### src/logic/scsi_wr_pkg.sv
// Shared constants, register map and state encoding for the write command decoder
package scsi_wr_pkg;
	// ------------------------------------------------------------
	// Operation codes and descriptor layout
	// ------------------------------------------------------------
	localparam logic [7:0] OPC_WRITE10 = 8'h2a;
	localparam logic [7:0] OPC_WR_VERIFY = 8'h2e;
	localparam logic [7:0] OPC_WR_LONG = 8'h3f;
	localparam int CDB_W = 80;
	localparam logic [3:0] CDB_LAST = 4'h9;
	localparam int OPC_LSB = 72;
	localparam int LBA_LSB = 32;
	localparam int LEN_LSB = 8;
	localparam int BYTCHK_BIT = 65;
	// ------------------------------------------------------------
	// Status bytes, sense keys and additional sense codes
	// ------------------------------------------------------------
	localparam logic [7:0] ST_GOOD = 8'h00;
	localparam logic [7:0] ST_CHECK = 8'h02;
	localparam logic [3:0] KEY_NONE = 4'h0;
	localparam logic [3:0] KEY_MEDIUM = 4'h3;
	localparam logic [3:0] KEY_ILLEGAL = 4'h5;
	localparam logic [3:0] KEY_MISCOMPARE = 4'he;
	localparam logic [7:0] ASC_NONE = 8'h00;
	localparam logic [7:0] ASC_RD_ERR = 8'h11;
	localparam logic [7:0] ASC_MISCMP = 8'h1d;
	localparam logic [7:0] ASC_BAD_OPC = 8'h20;
	localparam logic [7:0] ASC_BAD_FIELD = 8'h24;
	// ------------------------------------------------------------
	// Register map, fields and reset values
	// ------------------------------------------------------------
	localparam logic [7:0] REG_CTRL = 8'h00;
	localparam logic [7:0] REG_LONG_LEN = 8'h04;
	localparam logic [7:0] REG_STATUS = 8'h08;
	localparam logic [7:0] REG_SENSE = 8'h0c;
	localparam logic [7:0] REG_INFO = 8'h10;
	localparam logic [7:0] REG_IRQ_STAT = 8'h14;
	localparam logic [7:0] REG_IRQ_MASK = 8'h18;
	localparam logic [7:0] REG_BLKS = 8'h1c;
	localparam int CTRL_VERR_BIT = 0;
	localparam int STAT_OPC_LSB = 8;
	localparam int STAT_STS_LSB = 16;
	localparam int SNS_ASC_LSB = 8;
	localparam int SNS_VALID_BIT = 16;
	localparam int SNS_ILI_BIT = 17;
	localparam int IRQ_DONE_BIT = 0;
	localparam int IRQ_ERR_BIT = 1;
	localparam logic [31:0] RST_CTRL = 32'h0000_0000;
	localparam logic [1:0] RST_IRQ_MASK = 2'h0;
	localparam logic [15:0] LONG_LEN_RST = 16'h0210;
	localparam int BLK_BYTES_DEF = 512;
	// ------------------------------------------------------------
	// Command sequencer states
	// ------------------------------------------------------------
	typedef enum logic [4:0] {
		S_CDB = 5'b00001,
		S_DEC = 5'b00010,
		S_XFER = 5'b00100,
		S_VRFY = 5'b01000,
		S_END = 5'b10000
	} state_e;
endpackage

### src/logic/buf_if.sv
// Port bundle between the sequencer and its block buffer
`timescale 1ns/1ps
interface buf_if #(
	parameter int AW = 9
) ();
	logic we;
	logic [AW-1:0] widx;
	logic [7:0] wbyte;
	logic [AW-1:0] ridx;
	logic [7:0] rbyte;
	modport user (output we, output widx, output wbyte, output ridx, input rbyte);
	modport mem (input we, input widx, input wbyte, input ridx, output rbyte);
endinterface

### src/logic/blk_buf.sv
// One-block byte buffer holding write data for the verify pass
`timescale 1ns/1ps
module blk_buf #(
	parameter int DEPTH = 512,
	parameter int AW = 9
) (
	input wire logic clk_i,
	buf_if.mem port_b
);
	// ------------------------------------------------------------
	// Storage
	// ------------------------------------------------------------
	logic [7:0] mem_ff [DEPTH];

	// Asynchronous read keeps compare aligned with the media byte
	always_ff @(posedge clk_i)
	begin
		if (port_b.we)
		begin
			mem_ff[port_b.widx] <= port_b.wbyte;
		end
	end

	assign port_b.rbyte = mem_ff[port_b.ridx];
endmodule // blk_buf

### src/logic/scsi_write_cmd_decoder.sv
// Write-class command decoder and executor with Wishbone registers
//
// Decided for this implementation: the Wishbone register port and the placing of the registers.
`timescale 1ns/1ps
module scsi_write_cmd_decoder #(
	parameter int BLK_BYTES = scsi_wr_pkg::BLK_BYTES_DEF,
	parameter logic [15:0] LONG_LEN_RST = scsi_wr_pkg::LONG_LEN_RST
) (
	input wire logic clk_i,
	input wire logic rst_i,
	input wire logic wb_cyc_i,
	input wire logic wb_stb_i,
	input wire logic wb_we_i,
	input wire logic [7:0] wb_adr_i,
	input wire logic [3:0] wb_sel_i,
	input wire logic [31:0] wb_dat_i,
	output logic [31:0] wb_dat_o,
	output logic wb_ack_o,
	output logic irq_o,
	input wire logic cdb_valid_i,
	input wire logic [7:0] cdb_byte_i,
	output logic cdb_ready_o,
	input wire logic dat_valid_i,
	input wire logic [7:0] dat_byte_i,
	output logic dat_ready_o,
	input wire logic med_busy_i,
	output logic med_wr_o,
	output logic [31:0] med_lba_o,
	output logic [15:0] med_off_o,
	output logic [7:0] med_byte_o,
	output logic med_rd_o,
	input wire logic med_rd_valid_i,
	input wire logic [7:0] med_rd_byte_i,
	input wire logic med_rd_err_i,
	output logic done_o,
	output logic [7:0] status_o
);
	localparam int AW = $clog2(BLK_BYTES);
	localparam logic [15:0] BLK_LAST = 16'(BLK_BYTES - 1);

	// ------------------------------------------------------------
	// Declarations
	// ------------------------------------------------------------
	scsi_wr_pkg::state_e state_ff, nxt_state;
	logic [scsi_wr_pkg::CDB_W-1:0] cdb_ff, nxt_cdb;
	logic [3:0] ccnt_ff, nxt_ccnt;
	logic wav_ff, nxt_wav;
	logic long_ff, nxt_long;
	logic [31:0] lba_ff, nxt_lba;
	logic [15:0] left_ff, nxt_left;
	logic [15:0] bcnt_ff, nxt_bcnt;
	logic [15:0] vcnt_ff, nxt_vcnt;
	logic [7:0] status_ff, nxt_status;
	logic [3:0] key_ff, nxt_key;
	logic [7:0] asc_ff, nxt_asc;
	logic svalid_ff, nxt_svalid;
	logic ili_ff, nxt_ili;
	logic [31:0] info_ff, nxt_info;
	logic [31:0] blks_ff, nxt_blks;
	logic med_wr_ff, nxt_med_wr;
	logic med_rd_ff, nxt_med_rd;
	logic [15:0] med_off_ff, nxt_med_off;
	logic [7:0] med_byte_ff, nxt_med_byte;
	logic done_ff, nxt_done;
	logic cdb_rdy_ff, nxt_cdb_rdy;
	logic dat_rdy_ff, nxt_dat_rdy;
	logic [31:0] ctrl_ff, nxt_ctrl;
	logic [15:0] long_len_ff, nxt_long_len;
	logic [1:0] irq_stat_ff, nxt_irq_stat;
	logic [1:0] irq_mask_ff, nxt_irq_mask;
	logic irq_ff, nxt_irq;
	logic ack_ff, nxt_ack;
	logic [31:0] rdat_ff, nxt_rdat;
	logic cdb_take;
	logic dat_take;
	logic bus_acc;
	logic [7:0] bus_adr;
	logic [7:0] cdb_opc;
	logic [31:0] cdb_lba;
	logic [15:0] cdb_len;
	logic cdb_bytchk;
	logic [16:0] resid;

	buf_if #(.AW(AW)) bufb ();

	blk_buf #(.DEPTH(BLK_BYTES), .AW(AW)) u_buf (
		.clk_i(clk_i),
		.port_b(bufb)
	);

	// ------------------------------------------------------------
	// Descriptor fields and handshakes
	// ------------------------------------------------------------
	assign cdb_opc = cdb_ff[scsi_wr_pkg::OPC_LSB +: 8];
	assign cdb_lba = cdb_ff[scsi_wr_pkg::LBA_LSB +: 32];
	assign cdb_len = cdb_ff[scsi_wr_pkg::LEN_LSB +: 16];
	assign cdb_bytchk = cdb_ff[scsi_wr_pkg::BYTCHK_BIT];
	assign cdb_take = cdb_valid_i && cdb_rdy_ff;
	assign dat_take = dat_valid_i && dat_rdy_ff;
	// Two's complement residue, requested minus actual
	assign resid = {1'h0, cdb_len} - {1'h0, long_len_ff};

	// Only verify-write keeps a copy, so the initiator is never asked twice
	assign bufb.we = dat_take && wav_ff;
	assign bufb.widx = bcnt_ff[AW-1:0];
	assign bufb.wbyte = dat_byte_i;
	assign bufb.ridx = vcnt_ff[AW-1:0];

	// ------------------------------------------------------------
	// Command sequencer
	// ------------------------------------------------------------
	always_comb
	begin
		nxt_state = state_ff;
		nxt_cdb = cdb_ff;
		nxt_ccnt = ccnt_ff;
		nxt_wav = wav_ff;
		nxt_long = long_ff;
		nxt_lba = lba_ff;
		nxt_left = left_ff;
		nxt_bcnt = bcnt_ff;
		nxt_vcnt = vcnt_ff;
		nxt_status = status_ff;
		nxt_key = key_ff;
		nxt_asc = asc_ff;
		nxt_svalid = svalid_ff;
		nxt_ili = ili_ff;
		nxt_info = info_ff;
		nxt_blks = blks_ff;
		nxt_med_wr = 1'h0;
		nxt_med_rd = 1'h0;
		nxt_med_off = med_off_ff;
		nxt_med_byte = med_byte_ff;
		nxt_done = 1'h0;
		case (state_ff)
			scsi_wr_pkg::S_CDB:
			begin
				if (cdb_take)
				begin
					nxt_cdb = {cdb_ff[scsi_wr_pkg::CDB_W-9:0], cdb_byte_i};
					nxt_ccnt = ccnt_ff + 4'h1;
					if (ccnt_ff == scsi_wr_pkg::CDB_LAST)
					begin
						nxt_ccnt = 4'h0;
						nxt_state = scsi_wr_pkg::S_DEC;
					end
				end
			end
			scsi_wr_pkg::S_DEC:
			begin
				nxt_status = scsi_wr_pkg::ST_GOOD;
				nxt_key = scsi_wr_pkg::KEY_NONE;
				nxt_asc = scsi_wr_pkg::ASC_NONE;
				nxt_svalid = 1'h0;
				nxt_ili = 1'h0;
				nxt_info = 32'h0;
				nxt_lba = cdb_lba;
				nxt_left = cdb_len;
				nxt_bcnt = 16'h0;
				nxt_vcnt = 16'h0;
				nxt_wav = (cdb_opc == scsi_wr_pkg::OPC_WR_VERIFY);
				nxt_long = (cdb_opc == scsi_wr_pkg::OPC_WR_LONG);
				nxt_state = scsi_wr_pkg::S_XFER;
				case (cdb_opc)
					scsi_wr_pkg::OPC_WRITE10, scsi_wr_pkg::OPC_WR_VERIFY:
					begin
						if (cdb_len == 16'h0)
						begin
							nxt_state = scsi_wr_pkg::S_END;
						end
					end
					scsi_wr_pkg::OPC_WR_LONG:
					begin
						if (cdb_len == 16'h0)
						begin
							nxt_state = scsi_wr_pkg::S_END;
						end
						else if (cdb_len != long_len_ff)
						begin
							nxt_status = scsi_wr_pkg::ST_CHECK;
							nxt_key = scsi_wr_pkg::KEY_ILLEGAL;
							nxt_asc = scsi_wr_pkg::ASC_BAD_FIELD;
							nxt_svalid = 1'h1;
							nxt_ili = 1'h1;
							nxt_info = {{15{resid[16]}}, resid};
							nxt_state = scsi_wr_pkg::S_END;
						end
					end
					default:
					begin
						nxt_status = scsi_wr_pkg::ST_CHECK;
						nxt_key = scsi_wr_pkg::KEY_ILLEGAL;
						nxt_asc = scsi_wr_pkg::ASC_BAD_OPC;
						nxt_state = scsi_wr_pkg::S_END;
					end
				endcase
			end
			scsi_wr_pkg::S_XFER:
			begin
				if (dat_take)
				begin
					nxt_med_wr = 1'h1;
					nxt_med_byte = dat_byte_i;
					nxt_med_off = bcnt_ff;
					nxt_bcnt = bcnt_ff + 16'h1;
					if (long_ff)
					begin
						// Data and ECC bytes alike go to the medium untouched
						if (bcnt_ff == cdb_len - 16'h1)
						begin
							nxt_state = scsi_wr_pkg::S_END;
						end
					end
					else if (bcnt_ff == BLK_LAST)
					begin
						nxt_bcnt = 16'h0;
						nxt_blks = blks_ff + 32'h1;
						if (wav_ff)
						begin
							nxt_med_rd = 1'h1;
							nxt_vcnt = 16'h0;
							nxt_state = scsi_wr_pkg::S_VRFY;
						end
						else
						begin
							nxt_left = left_ff - 16'h1;
							if (left_ff == 16'h1)
							begin
								nxt_state = scsi_wr_pkg::S_END;
							end
						end
					end
				end
			end
			scsi_wr_pkg::S_VRFY:
			begin
				if (med_rd_valid_i)
				begin
					nxt_vcnt = vcnt_ff + 16'h1;
					if (med_rd_err_i && ctrl_ff[scsi_wr_pkg::CTRL_VERR_BIT])
					begin
						nxt_status = scsi_wr_pkg::ST_CHECK;
						nxt_key = scsi_wr_pkg::KEY_MEDIUM;
						nxt_asc = scsi_wr_pkg::ASC_RD_ERR;
						nxt_state = scsi_wr_pkg::S_END;
					end
					else if (cdb_bytchk && (med_rd_byte_i != bufb.rbyte))
					begin
						nxt_status = scsi_wr_pkg::ST_CHECK;
						nxt_key = scsi_wr_pkg::KEY_MISCOMPARE;
						nxt_asc = scsi_wr_pkg::ASC_MISCMP;
						nxt_state = scsi_wr_pkg::S_END;
					end
					else if (vcnt_ff == BLK_LAST)
					begin
						nxt_vcnt = 16'h0;
						nxt_lba = lba_ff + 32'h1;
						nxt_left = left_ff - 16'h1;
						if (left_ff == 16'h1)
						begin
							nxt_state = scsi_wr_pkg::S_END;
						end
						else
						begin
							nxt_state = scsi_wr_pkg::S_XFER;
						end
					end
				end
			end
			scsi_wr_pkg::S_END:
			begin
				nxt_done = 1'h1;
				nxt_state = scsi_wr_pkg::S_CDB;
			end
			default:
			begin
				nxt_state = scsi_wr_pkg::S_CDB;
			end
		endcase
		// Address steps after the last byte left, so that byte keeps its own block
		if (med_wr_ff && !long_ff && !wav_ff && (med_off_ff == BLK_LAST))
		begin
			nxt_lba = lba_ff + 32'h1;
		end
		nxt_cdb_rdy = (nxt_state == scsi_wr_pkg::S_CDB);
		// Ready drops after each byte so a busy medium can stall the initiator
		nxt_dat_rdy = (nxt_state == scsi_wr_pkg::S_XFER) && !dat_take && !med_busy_i;
	end

	always_ff @(posedge clk_i)
	begin
		if (rst_i)
		begin
			state_ff <= scsi_wr_pkg::S_CDB;
			cdb_ff <= 80'h0;
			ccnt_ff <= 4'h0;
			wav_ff <= 1'h0;
			long_ff <= 1'h0;
			lba_ff <= 32'h0;
			left_ff <= 16'h0;
			bcnt_ff <= 16'h0;
			vcnt_ff <= 16'h0;
			status_ff <= scsi_wr_pkg::ST_GOOD;
			key_ff <= scsi_wr_pkg::KEY_NONE;
			asc_ff <= scsi_wr_pkg::ASC_NONE;
			svalid_ff <= 1'h0;
			ili_ff <= 1'h0;
			info_ff <= 32'h0;
			blks_ff <= 32'h0;
			med_wr_ff <= 1'h0;
			med_rd_ff <= 1'h0;
			med_off_ff <= 16'h0;
			med_byte_ff <= 8'h0;
			done_ff <= 1'h0;
			cdb_rdy_ff <= 1'h0;
			dat_rdy_ff <= 1'h0;
		end
		else
		begin
			state_ff <= nxt_state;
			cdb_ff <= nxt_cdb;
			ccnt_ff <= nxt_ccnt;
			wav_ff <= nxt_wav;
			long_ff <= nxt_long;
			lba_ff <= nxt_lba;
			left_ff <= nxt_left;
			bcnt_ff <= nxt_bcnt;
			vcnt_ff <= nxt_vcnt;
			status_ff <= nxt_status;
			key_ff <= nxt_key;
			asc_ff <= nxt_asc;
			svalid_ff <= nxt_svalid;
			ili_ff <= nxt_ili;
			info_ff <= nxt_info;
			blks_ff <= nxt_blks;
			med_wr_ff <= nxt_med_wr;
			med_rd_ff <= nxt_med_rd;
			med_off_ff <= nxt_med_off;
			med_byte_ff <= nxt_med_byte;
			done_ff <= nxt_done;
			cdb_rdy_ff <= nxt_cdb_rdy;
			dat_rdy_ff <= nxt_dat_rdy;
		end
	end

	// ------------------------------------------------------------
	// Wishbone registers and interrupt
	// ------------------------------------------------------------
	function automatic logic [31:0] wmerge(input logic [31:0] old, input logic [31:0] din,
		input logic [3:0] sel);
		logic [31:0] r;
		r = old;
		for (int i = 0; i < 4; i++)
		begin
			if (sel[i])
			begin
				r[8*i +: 8] = din[8*i +: 8];
			end
		end
		return r;
	endfunction

	assign bus_acc = wb_cyc_i && wb_stb_i && !ack_ff;
	assign bus_adr = {wb_adr_i[7:2], 2'h0};

	always_comb
	begin
		nxt_ack = bus_acc;
		nxt_rdat = 32'h0;
		nxt_ctrl = ctrl_ff;
		nxt_long_len = long_len_ff;
		nxt_irq_mask = irq_mask_ff;
		nxt_irq_stat = irq_stat_ff;
		if (bus_acc && wb_we_i)
		begin
			case (bus_adr)
				scsi_wr_pkg::REG_CTRL:
					nxt_ctrl = wmerge(ctrl_ff, wb_dat_i, wb_sel_i) & 32'h0000_0001;
				scsi_wr_pkg::REG_LONG_LEN:
					nxt_long_len = 16'(wmerge({16'h0, long_len_ff}, wb_dat_i, wb_sel_i));
				scsi_wr_pkg::REG_IRQ_MASK:
					nxt_irq_mask = 2'(wmerge({30'h0, irq_mask_ff}, wb_dat_i, wb_sel_i));
				default:
					nxt_rdat = 32'h0;
			endcase
		end
		if (bus_acc && !wb_we_i)
		begin
			case (bus_adr)
				scsi_wr_pkg::REG_CTRL: nxt_rdat = ctrl_ff;
				scsi_wr_pkg::REG_LONG_LEN: nxt_rdat = {16'h0, long_len_ff};
				scsi_wr_pkg::REG_STATUS: nxt_rdat = {8'h0, status_ff, cdb_opc, 7'h0,
					(state_ff != scsi_wr_pkg::S_CDB)};
				scsi_wr_pkg::REG_SENSE: nxt_rdat = {14'h0, ili_ff, svalid_ff, asc_ff, 4'h0, key_ff};
				scsi_wr_pkg::REG_INFO: nxt_rdat = info_ff;
				scsi_wr_pkg::REG_IRQ_STAT: nxt_rdat = {30'h0, irq_stat_ff};
				scsi_wr_pkg::REG_IRQ_MASK: nxt_rdat = {30'h0, irq_mask_ff};
				scsi_wr_pkg::REG_BLKS: nxt_rdat = blks_ff;
				default: nxt_rdat = 32'h0;
			endcase
			if (bus_adr == scsi_wr_pkg::REG_IRQ_STAT)
			begin
				nxt_irq_stat = 2'h0;
			end
		end
		// Events land after the read clear, so one arriving with it survives
		if (state_ff == scsi_wr_pkg::S_END)
		begin
			nxt_irq_stat[scsi_wr_pkg::IRQ_DONE_BIT] = 1'h1;
			if (status_ff != scsi_wr_pkg::ST_GOOD)
			begin
				nxt_irq_stat[scsi_wr_pkg::IRQ_ERR_BIT] = 1'h1;
			end
		end
		nxt_irq = |(nxt_irq_stat & nxt_irq_mask);
	end

	always_ff @(posedge clk_i)
	begin
		if (rst_i)
		begin
			ack_ff <= 1'h0;
			rdat_ff <= 32'h0;
			ctrl_ff <= scsi_wr_pkg::RST_CTRL;
			long_len_ff <= LONG_LEN_RST;
			irq_mask_ff <= scsi_wr_pkg::RST_IRQ_MASK;
			irq_stat_ff <= 2'h0;
			irq_ff <= 1'h0;
		end
		else
		begin
			ack_ff <= nxt_ack;
			rdat_ff <= nxt_rdat;
			ctrl_ff <= nxt_ctrl;
			long_len_ff <= nxt_long_len;
			irq_mask_ff <= nxt_irq_mask;
			irq_stat_ff <= nxt_irq_stat;
			irq_ff <= nxt_irq;
		end
	end

	// ------------------------------------------------------------
	// Outputs
	// ------------------------------------------------------------
	assign wb_ack_o = ack_ff;
	assign wb_dat_o = rdat_ff;
	assign irq_o = irq_ff;
	assign cdb_ready_o = cdb_rdy_ff;
	assign dat_ready_o = dat_rdy_ff;
	assign med_wr_o = med_wr_ff;
	assign med_rd_o = med_rd_ff;
	assign med_lba_o = lba_ff;
	assign med_off_o = med_off_ff;
	assign med_byte_o = med_byte_ff;
	assign done_o = done_ff;
	assign status_o = status_ff;
endmodule // scsi_write_cmd_decoder

### config.mk
export PLATFORM = sky130hd
export DESIGN_NAME = scsi_write_cmd_decoder
export DESIGN_NICKNAME = d
export VERILOG_FILES = /design/src/logic/scsi_wr_pkg.sv /design/src/logic/buf_if.sv /design/src/logic/blk_buf.sv /design/src/logic/scsi_write_cmd_decoder.sv
export SDC_FILE = /design/constraint.sdc
export NUM_CORES = 2
export LEC_CHECK = 0
export BUFFER_PORTS_ARGS = -buffer_cell sky130_fd_sc_hd__buf_2
export CAP_MARGIN = 20
export CORE_UTILIZATION = 49
export DETAILED_ROUTE_END_ITERATION = 6
export GPL_ROUTABILITY_DRIVEN = 0
export PLACE_DENSITY = 0.75
export SETUP_SLACK_MARGIN = 0.3
export SLEW_MARGIN = 10
export SYNTH_ARGS = -nofsm -noshare
export SYNTH_HDL_FRONTEND = slang
export SYNTH_HIERARCHICAL = 1
export SYNTH_SLANG_ARGS = --single-unit
### constraint.sdc
create_clock -name clk_i -period 3.96 [get_ports clk_i]
set_clock_uncertainty 0.15 [all_clocks]
set_input_delay 0.396 -clock clk_i [delete_from_list [all_inputs] [get_ports clk_i]]
set_output_delay 0.396 -clock clk_i [all_outputs]
set_load 0.005 [all_outputs]
Word level (Yosys, flattened, before mapping)
Memories as Yosys holds them, arrays and structs flattened. A register that Yosys moved wholly into a read port is not among the register bits.
Index checks and enable logic that the tools add are counted.
{"block": "totals", "mem_bits_rw": 4096, "elab_cells": 217, "reg_bits": 340, "n_memories": 1, "input_bits": 78, "output_inout_bits": 103}
{"memory": "u_buf.mem_ff", "depth": 512, "word_bits": 8, "rd": 1, "rd_ports_with_merged_regs": 1, "write_ports": 1, "line_no": "blk_buf.sv:13", "rtl": "logic [7:0] mem_ff [DEPTH];"}
{"block": "op_classes", "reduce_logical": 43, "bitwise_logic": 6, "addsub": 8, "eq_ne": 40, "muxes": 89}
{"operator": "$mux W16", "n": 19}
{"operator": "$mux W32", "n": 8}
{"operator": "$pmux W32 S8", "n": 1}
{"operator": "$pmux W16 S3", "n": 2}
{"operator": "$mux W5", "n": 16}
{"operator": "$add A32 B1 Y32 const B", "n": 2}
{"operator": "$pmux W32 S2", "n": 1}
{"operator": "$eq A16 B9 Y1 const B", "n": 3}
{"operator": "$mux W8", "n": 6}
{"operator": "$add A16 B1 Y16 const B", "n": 2}
{"operator": "$pmux W16 S2", "n": 1}
{"operator": "$pmux W8 S2", "n": 2}
{"operator": "$sub A16 B1 Y16 const B", "n": 2}
{"operator": "$eq A6 B3 Y1 const B", "n": 4}
{"operator": "$eq A8 B6 Y1 const B", "n": 3}
{"operator": "$pmux W5 S4", "n": 1}
{"operator": "$mux W9", "n": 2}
{"operator": "$ne A2 B2 Y1 const B", "n": 9}
{"operator": "$sub A16 B16 Y17", "n": 1}
{"operator": "$eq A16 B1 Y1 const B", "n": 1}
{"operator": "$eq A16 B16 Y1", "n": 1}
{"operator": "$logic_not A16 Y1", "n": 1}
{"operator": "$mux W2", "n": 8}
{"operator": "$mux W4", "n": 4}
{"operator": "other kinds (37)", "n": 86}

Depth between registers and ports, before layout
{"block": "logic_depth", "depth_word": 10, "mapped_depth": 21, "depth_no_buf": 14}

By module
The synthesis kept the hierarchy.
{"module": "blk_buf", "cells_each": 8022, "seq_area_each_um2": 122998.0, "n_inst": 1, "area_per_inst_um2": 159767.0}
{"module": "scsi_write_cmd_decoder", "cells_each": 1887, "seq_area_each_um2": 6246.0, "n_inst": 1, "area_per_inst_um2": 14903.0}

Least setup slack after synthesis
Ideal clock, no wire load.
{"block": "synth_timing", "path_type": "register -> register", "from": "reg vcnt_ff[0]", "to": "reg left_ff[4]", "period_less_slack_ns": 4.230, "stages_incl_launch_ff": 20, "t_arrival_ns": 3.948, "path_buffers": 6, "setup_slack_ns": -0.270, "setup_time_ns": 0.132, "required_time_ns": 3.678, "path_cell_list": "dfxtp_1 -> buf_4 -> buf_12 -> buf_12 -> buf_2 -> mux4_2 -> o21ai_0 -> nand3_1 -> nand4_1 -> o21ai_0 -> o2111a_1 -> xnor2_1 -> nand4_1 -> o21ai_0 -> a31oi_1 -> or3_1 -> buf_2 -> buf_2 -> a21oi_1 -> o32ai_2"}
{"block": "synth_via", "elab_chain_len": 3}
{"item": "from (decl)", "line_no": "scsi_write_cmd_decoder.sv:52", "rtl": "logic [15:0] vcnt_ff, nxt_vcnt;"}
{"item": "from (signal assigned)", "line_no": "scsi_write_cmd_decoder.sv:328", "rtl": "vcnt_ff <= nxt_vcnt;"}
{"item": "$eq A16 B9 Y1", "line_no": "scsi_write_cmd_decoder.sv:254", "rtl": "else if (vcnt_ff == BLK_LAST)"}
{"item": "$ne A2 B2 Y1 (no line)"}
{"item": "$reduce_and A9 Y1 (no line)"}
{"item": "to (signal assigned)", "line_no": "scsi_write_cmd_decoder.sv:326", "rtl": "left_ff <= nxt_left;"}
{"item": "to (decl)", "line_no": "scsi_write_cmd_decoder.sv:50", "rtl": "logic [15:0] left_ff, nxt_left;"}
No other way between the ends.
A chain may end at the register's enable or synchronous reset.

Final worst setup path
{"block": "layout_timing", "from": "reg vcnt_ff[2]", "to": "reg lba_ff[1] (netlist: med_lba_o[1])"}
{"block": "layout_via", "elab_chain_len": 3}
{"item": "$eq A16 B9 Y1", "line_no": "scsi_write_cmd_decoder.sv:254"}
{"item": "$ne A3 B3 Y1 (no line)"}
{"item": "$reduce_and A5 Y1 (no line)"}
{"item": "to (signal assigned)", "line_no": "scsi_write_cmd_decoder.sv:325", "rtl": "lba_ff <= nxt_lba;"}
{"item": "to (decl)", "line_no": "scsi_write_cmd_decoder.sv:49", "rtl": "logic [31:0] lba_ff, nxt_lba;"}
No other way between the ends.

==> results.txt <==
----------------------------------------------------
[Run status]
  Run status ... finished, violations left
  Violations in the final reports ... design-rule violations, negative setup slack

[Logic synthesis]
  Number of synthesized flops with an enable pin ... roughly 4000
  Fraction of registers with async set or reset after synthesis ... 0%
  Mapped Avg Cell Area ... about 18 sq um
  Cell count after synthesis ... 9909
  Syn Std Cell Area ... 174700 sq um
  Sequential cell area fraction in the yosys report ... approximately three quarters
  Synth unique cells ... between 90 and 100
  Number of storage elements in the synthesis netlist ... approximately 4400
  Prevailing post-synth register cell ... edfxtp_1
  Count of warnings emitted by yosys ... 6

[Place]
  Total placed instance area ... 188300 sq um
  Count of buffers from port buffering ... 153
  HPWL after detailed placement ... 297000 microns
  Number of cells in the design after placement ... about 15000

[Die]
  IO Count ... roughly 180
  Die Span Y ... 599.1 microns
  Initial core utilization ... around half
  Die outline width ... around 600 microns
  Area of the core ... between 300000 and 400000 sq um
  Row cnt ... approximately 220
  Die ar. ... about 360000 sq um

[Global route]
  Via count of the first global-routing pass ... around 100k
  Global Route Usage Sum ... a little over a quarter
  Number of antenna violations at the first check in global routing ... 18
  Maximum number of pins on one net before global-route repair ... roughly 130
  First-pass GRT wire length ... 689700 microns
  Total global routing overflow ... 0

[Route]
  Post-route antenna net violation count ... 0
  Number of violations reported at the end of detailed-routing iteration 0 ... around 14000
  Final routed wire length divided by cell count ... about 30 microns
  Final wirelength ... approximately 480000 microns
  DR vias/cell ... ~6.4
  Drt pass-1 iters ... 7
  DRC errors left ... 1
  Number of vias after detailed routing ... a little over 100k

[Pwr]
  Pwr Density ... 450.9 nW/um^2
  Leakage power ... approximately 63 nW
  Worst IR drop on VDD ... slightly above 0.4 mV
  Final Total Pwr ... 92.58 mW

[Hold path]
  Cell depth of the worst hold path ... 4
  End point of the worst hold path ... long_len_ff[14]$_SDFFE_PP0P_
  Class of the tightest hold or removal check ... in2reg
  Origin of the worst min-delay path ... wb_dat_i[14]

[Worst setup path]
  Register-to-register setup slack ... -1.67 ns
  CP endpoint kind ... flip-flop
  Most prevalent standard cell on the critical path ... buf_4
  Maximum net fanout on the critical path ... 7
  R2R Path Start ... vcnt_ff[2]$_SDFFE_PP0P_
  Critical path class ... reg2reg
  Crit path arrival time ... 6.35 ns
  Library cell contributing the largest single delay on the critical path ... nand4_1
  Worst setup SP type ... flip-flop
  Data required time at the worst endpoint ... roughly 4.7 ns
  Logic depth of the worst register-to-register path ... 23
  Cell-by-cell listing of the critical path ... or2_4 > buf_4 > buf_4 > buf_4 > o221ai_1 > buf_4 > nor3_1 > nor4_1 > buf_4 > o211ai_1 > nor3_2 > buf_4 > o2111a_1 > xnor2_2 > nand4_1 > buf_4 > o21a_4 > buf_6 > o21ai_4 > buf_12 > buf_16 > nor2_2 > a311oi_1
  Reg2Reg Capture Point ... med_lba_o[1]$_SDFFE_PP0P_
  Largest stage delay on the critical path ... approximately 0.53 ns

[Timing]
  Max transition margin ... ~19%
  Achievable Freq ... 177.7 MHz
  Number of hold violations in the final report ... 0
  Minimum clock period after layout ... ~5.6 ns
  Count of final setup violators ... 75
  Max Slew Vio Count ... 0
  RSZ-0062 raised after global routing ... true
  Fin worst setup slack ... -1.667 ns
  Tightest Pin Transition ... about 1.2 ns
  Share of the clock period used by the worst path ... 142.1%

[Clock network]
  Total number of H-tree levels ... 5
  CTS Root Cell ... clkbuf_16
  Max Buffers Root-to-Sink ... 4
  Clock Pin Slew Worst Setup and Hold Paths ... 0.06 ns
  Clock latency of the later-clocked register in the worst-skew pair ... slightly above 1 ns
  Clock tree from TritonCTS ... built
  Total clock buffers created by CTS ... ~420
  # clock sinks ... between 4000 and 5000

[Finish]
  Area delta synth->final ... 17.55%
  Most common cell after layout, fill and taps aside ... edfxtp_1
  Final instance count without filler cells ... 16146
  Post-route design area ... between 200000 and 250000 sq um
  Proportion of layout cells with a drive suffix above 1 ... about 25%
  Most used cells in the layout excluding fill and tap cells ... edfxtp_1 (4096), buf_4 (903), mux2i_1 (811)
  Final nets ... 11158

[Job]
  # Max-Cap Violations ... 0

----------------------------------------------------
[cells by family (layout without fill, tap and decap cells)]
group,after synthesis,in the layout,synth area share [%]
adder cells (fa/ha/maj),25,25,0.1834
XOR/XNOR,84,84,0.4212
multiplexers,1475,1475,13.14
flip-flops,4408,4408,73.99
buffers and inverters,673,2164,2.066
AND/OR/NAND/NOR,1781,1781,4.547
other,1,17,0.002147
AO/OA/AOI/OAI,1462,1462,5.648
[flip-flops by register name, indices dropped and copies added (netlist names), 4 cells and up]
signal        flops
med_byte_o        8
bcnt_ff          16
cdb_ff           80
state_ff          5
ccnt_ff           4
med_off_o        16
med_lba_o        32
u_buf/mem_ff   4096
info_ff          17
long_len_ff      16
left_ff          16
blks_ff          32
wb_dat_o         32
vcnt_ff          16
[metal layers]
layer,up-vias,part of all wire [%],global-route usage (%)
li1,42363,-,-
met3,1285,12,5.648
met5,-,0.036,0
met2,6958,47,41.78
met1,52419,36,34.18
met4,18,5.4,12.24
[synthesized netlist by cell type (all sizes together) (8+ instances only)]
cell / instances / share of area, %
nor3b: 19 / 0.085
xor2: 40 / 0.20
and3: 35 / 0.13
o2111a: 8 / 0.052
o21ai: 206 / 0.60
a211oi: 43 / 0.22
nand3b: 9 / 0.039
mux2i: 819 / 4.7
mux4: 654 / 8.4
o22ai: 174 / 0.62
nand4: 72 / 0.26
nor2b: 17 / 0.061
nor4: 55 / 0.20
a21oi: 432 / 1.2
or2: 13 / 0.047
nor2: 755 / 1.6
ha: 24 / 0.17
and4: 8 / 0.040
inv: 41 / 0.088
or3: 23 / 0.085
nand2: 462 / 0.99
clkbuf: 360 / 0.77
xnor2: 44 / 0.22
nand3: 89 / 0.26
a31oi: 12 / 0.043
o41ai: 10 / 0.050
edfxtp: 4096 / 70
nor3: 156 / 0.46
and2: 34 / 0.12
dfxtp: 312 / 3.6
o221ai: 373 / 1.9
a22oi: 92 / 0.40
buf: 272 / 1.2
o31ai: 20 / 0.086
nand2b: 15 / 0.054
a21o: 8 / 0.034
[critical path, delay by kind of cell (launching register included)]
family | cells | cell delay [ns]
AOI/OAI and AO/OA | 6 | 1.31
xor gates and xnor gates | 1 | 0.16
buffers and inverters | 10 | 1.84
DFF | 1 | 0.37
and+or+nand+nor | 6 | 1.65
[timing repair]
item,in CTS,in global routing
hold buffers,62,0
buffers inserted,29,40
cloned,9,4
hold endpoints to repair,708,0
setup endpoints to repair,171,75
pin swaps,56,46
gates resized for setup,216,133
[through the flow]
stage | utilization (%) | setup TNS, ns | worst slack [ns] | hold WS, ns
2_1_floorplan | - | 0 | 0.1470 | 0.2759
3_3_place_gp | 53.24 | -169.60 | -2.499 | 0.2973
3_5_place_dp | 53.24 | -165.91 | -2.423 | 0.2965
4_1_cts | 57.73 | -100.69 | -1.497 | 0.001224
5_1_grt | 58.03 | -113.22 | -1.693 | 0.04304
6_report | 58.04 | -110.76 | -1.667 | 0.03587
[worst max-delay path by stage]
stage | start | endpoint | slack (ns) | cells after the start
after floorplan | vcnt_ff[0]$_SDFFE_PP0P_ | left_ff[10]$_SDFFE_PP0P_ | 0.15 | 21
after global placement | vcnt_ff[0]$_SDFFE_PP0P_ | left_ff[9]$_SDFFE_PP0P_ | -2.50 | 20
after detailed placement | vcnt_ff[0]$_SDFFE_PP0P_ | left_ff[4]$_SDFFE_PP0P_ | -2.42 | 20
after CTS | vcnt_ff[0]$_SDFFE_PP0P_ | left_ff[6]$_SDFFE_PP0P_ | -1.50 | 21
after global routing | vcnt_ff[0]$_SDFFE_PP0P_ | left_ff[14]$_SDFFE_PP0P_ | -1.69 | 23
final | vcnt_ff[2]$_SDFFE_PP0P_ | med_lba_o[1]$_SDFFE_PP0P_ | -1.67 | 23
[power breakdown]
group | internal (mW) | leakage [nW] | total, mW | switching [mW]
Sequential | 50.8 | 39.3 | 50.8 | 0.0107
Clock | 23.0 | 6.77 | 40.6 | 17.6
Combinational | 0.200 | 17.2 | 1.16 | 0.960
Total | 74.0 | 63.3 | 92.6 | 18.6
[layout make-up]
cell class              count  area [sq um]
diodes                     10         25.02
clock buffers             507         11020
clock inverters           268          2867
fillers                 24923        148400
inverters                  41         161.4
multi-input cells        4834         43400
flip-flops and latches   4408        129300
well taps                4730          5918
repair buffers           1348         12680
(Power assumes the default switching activity.)
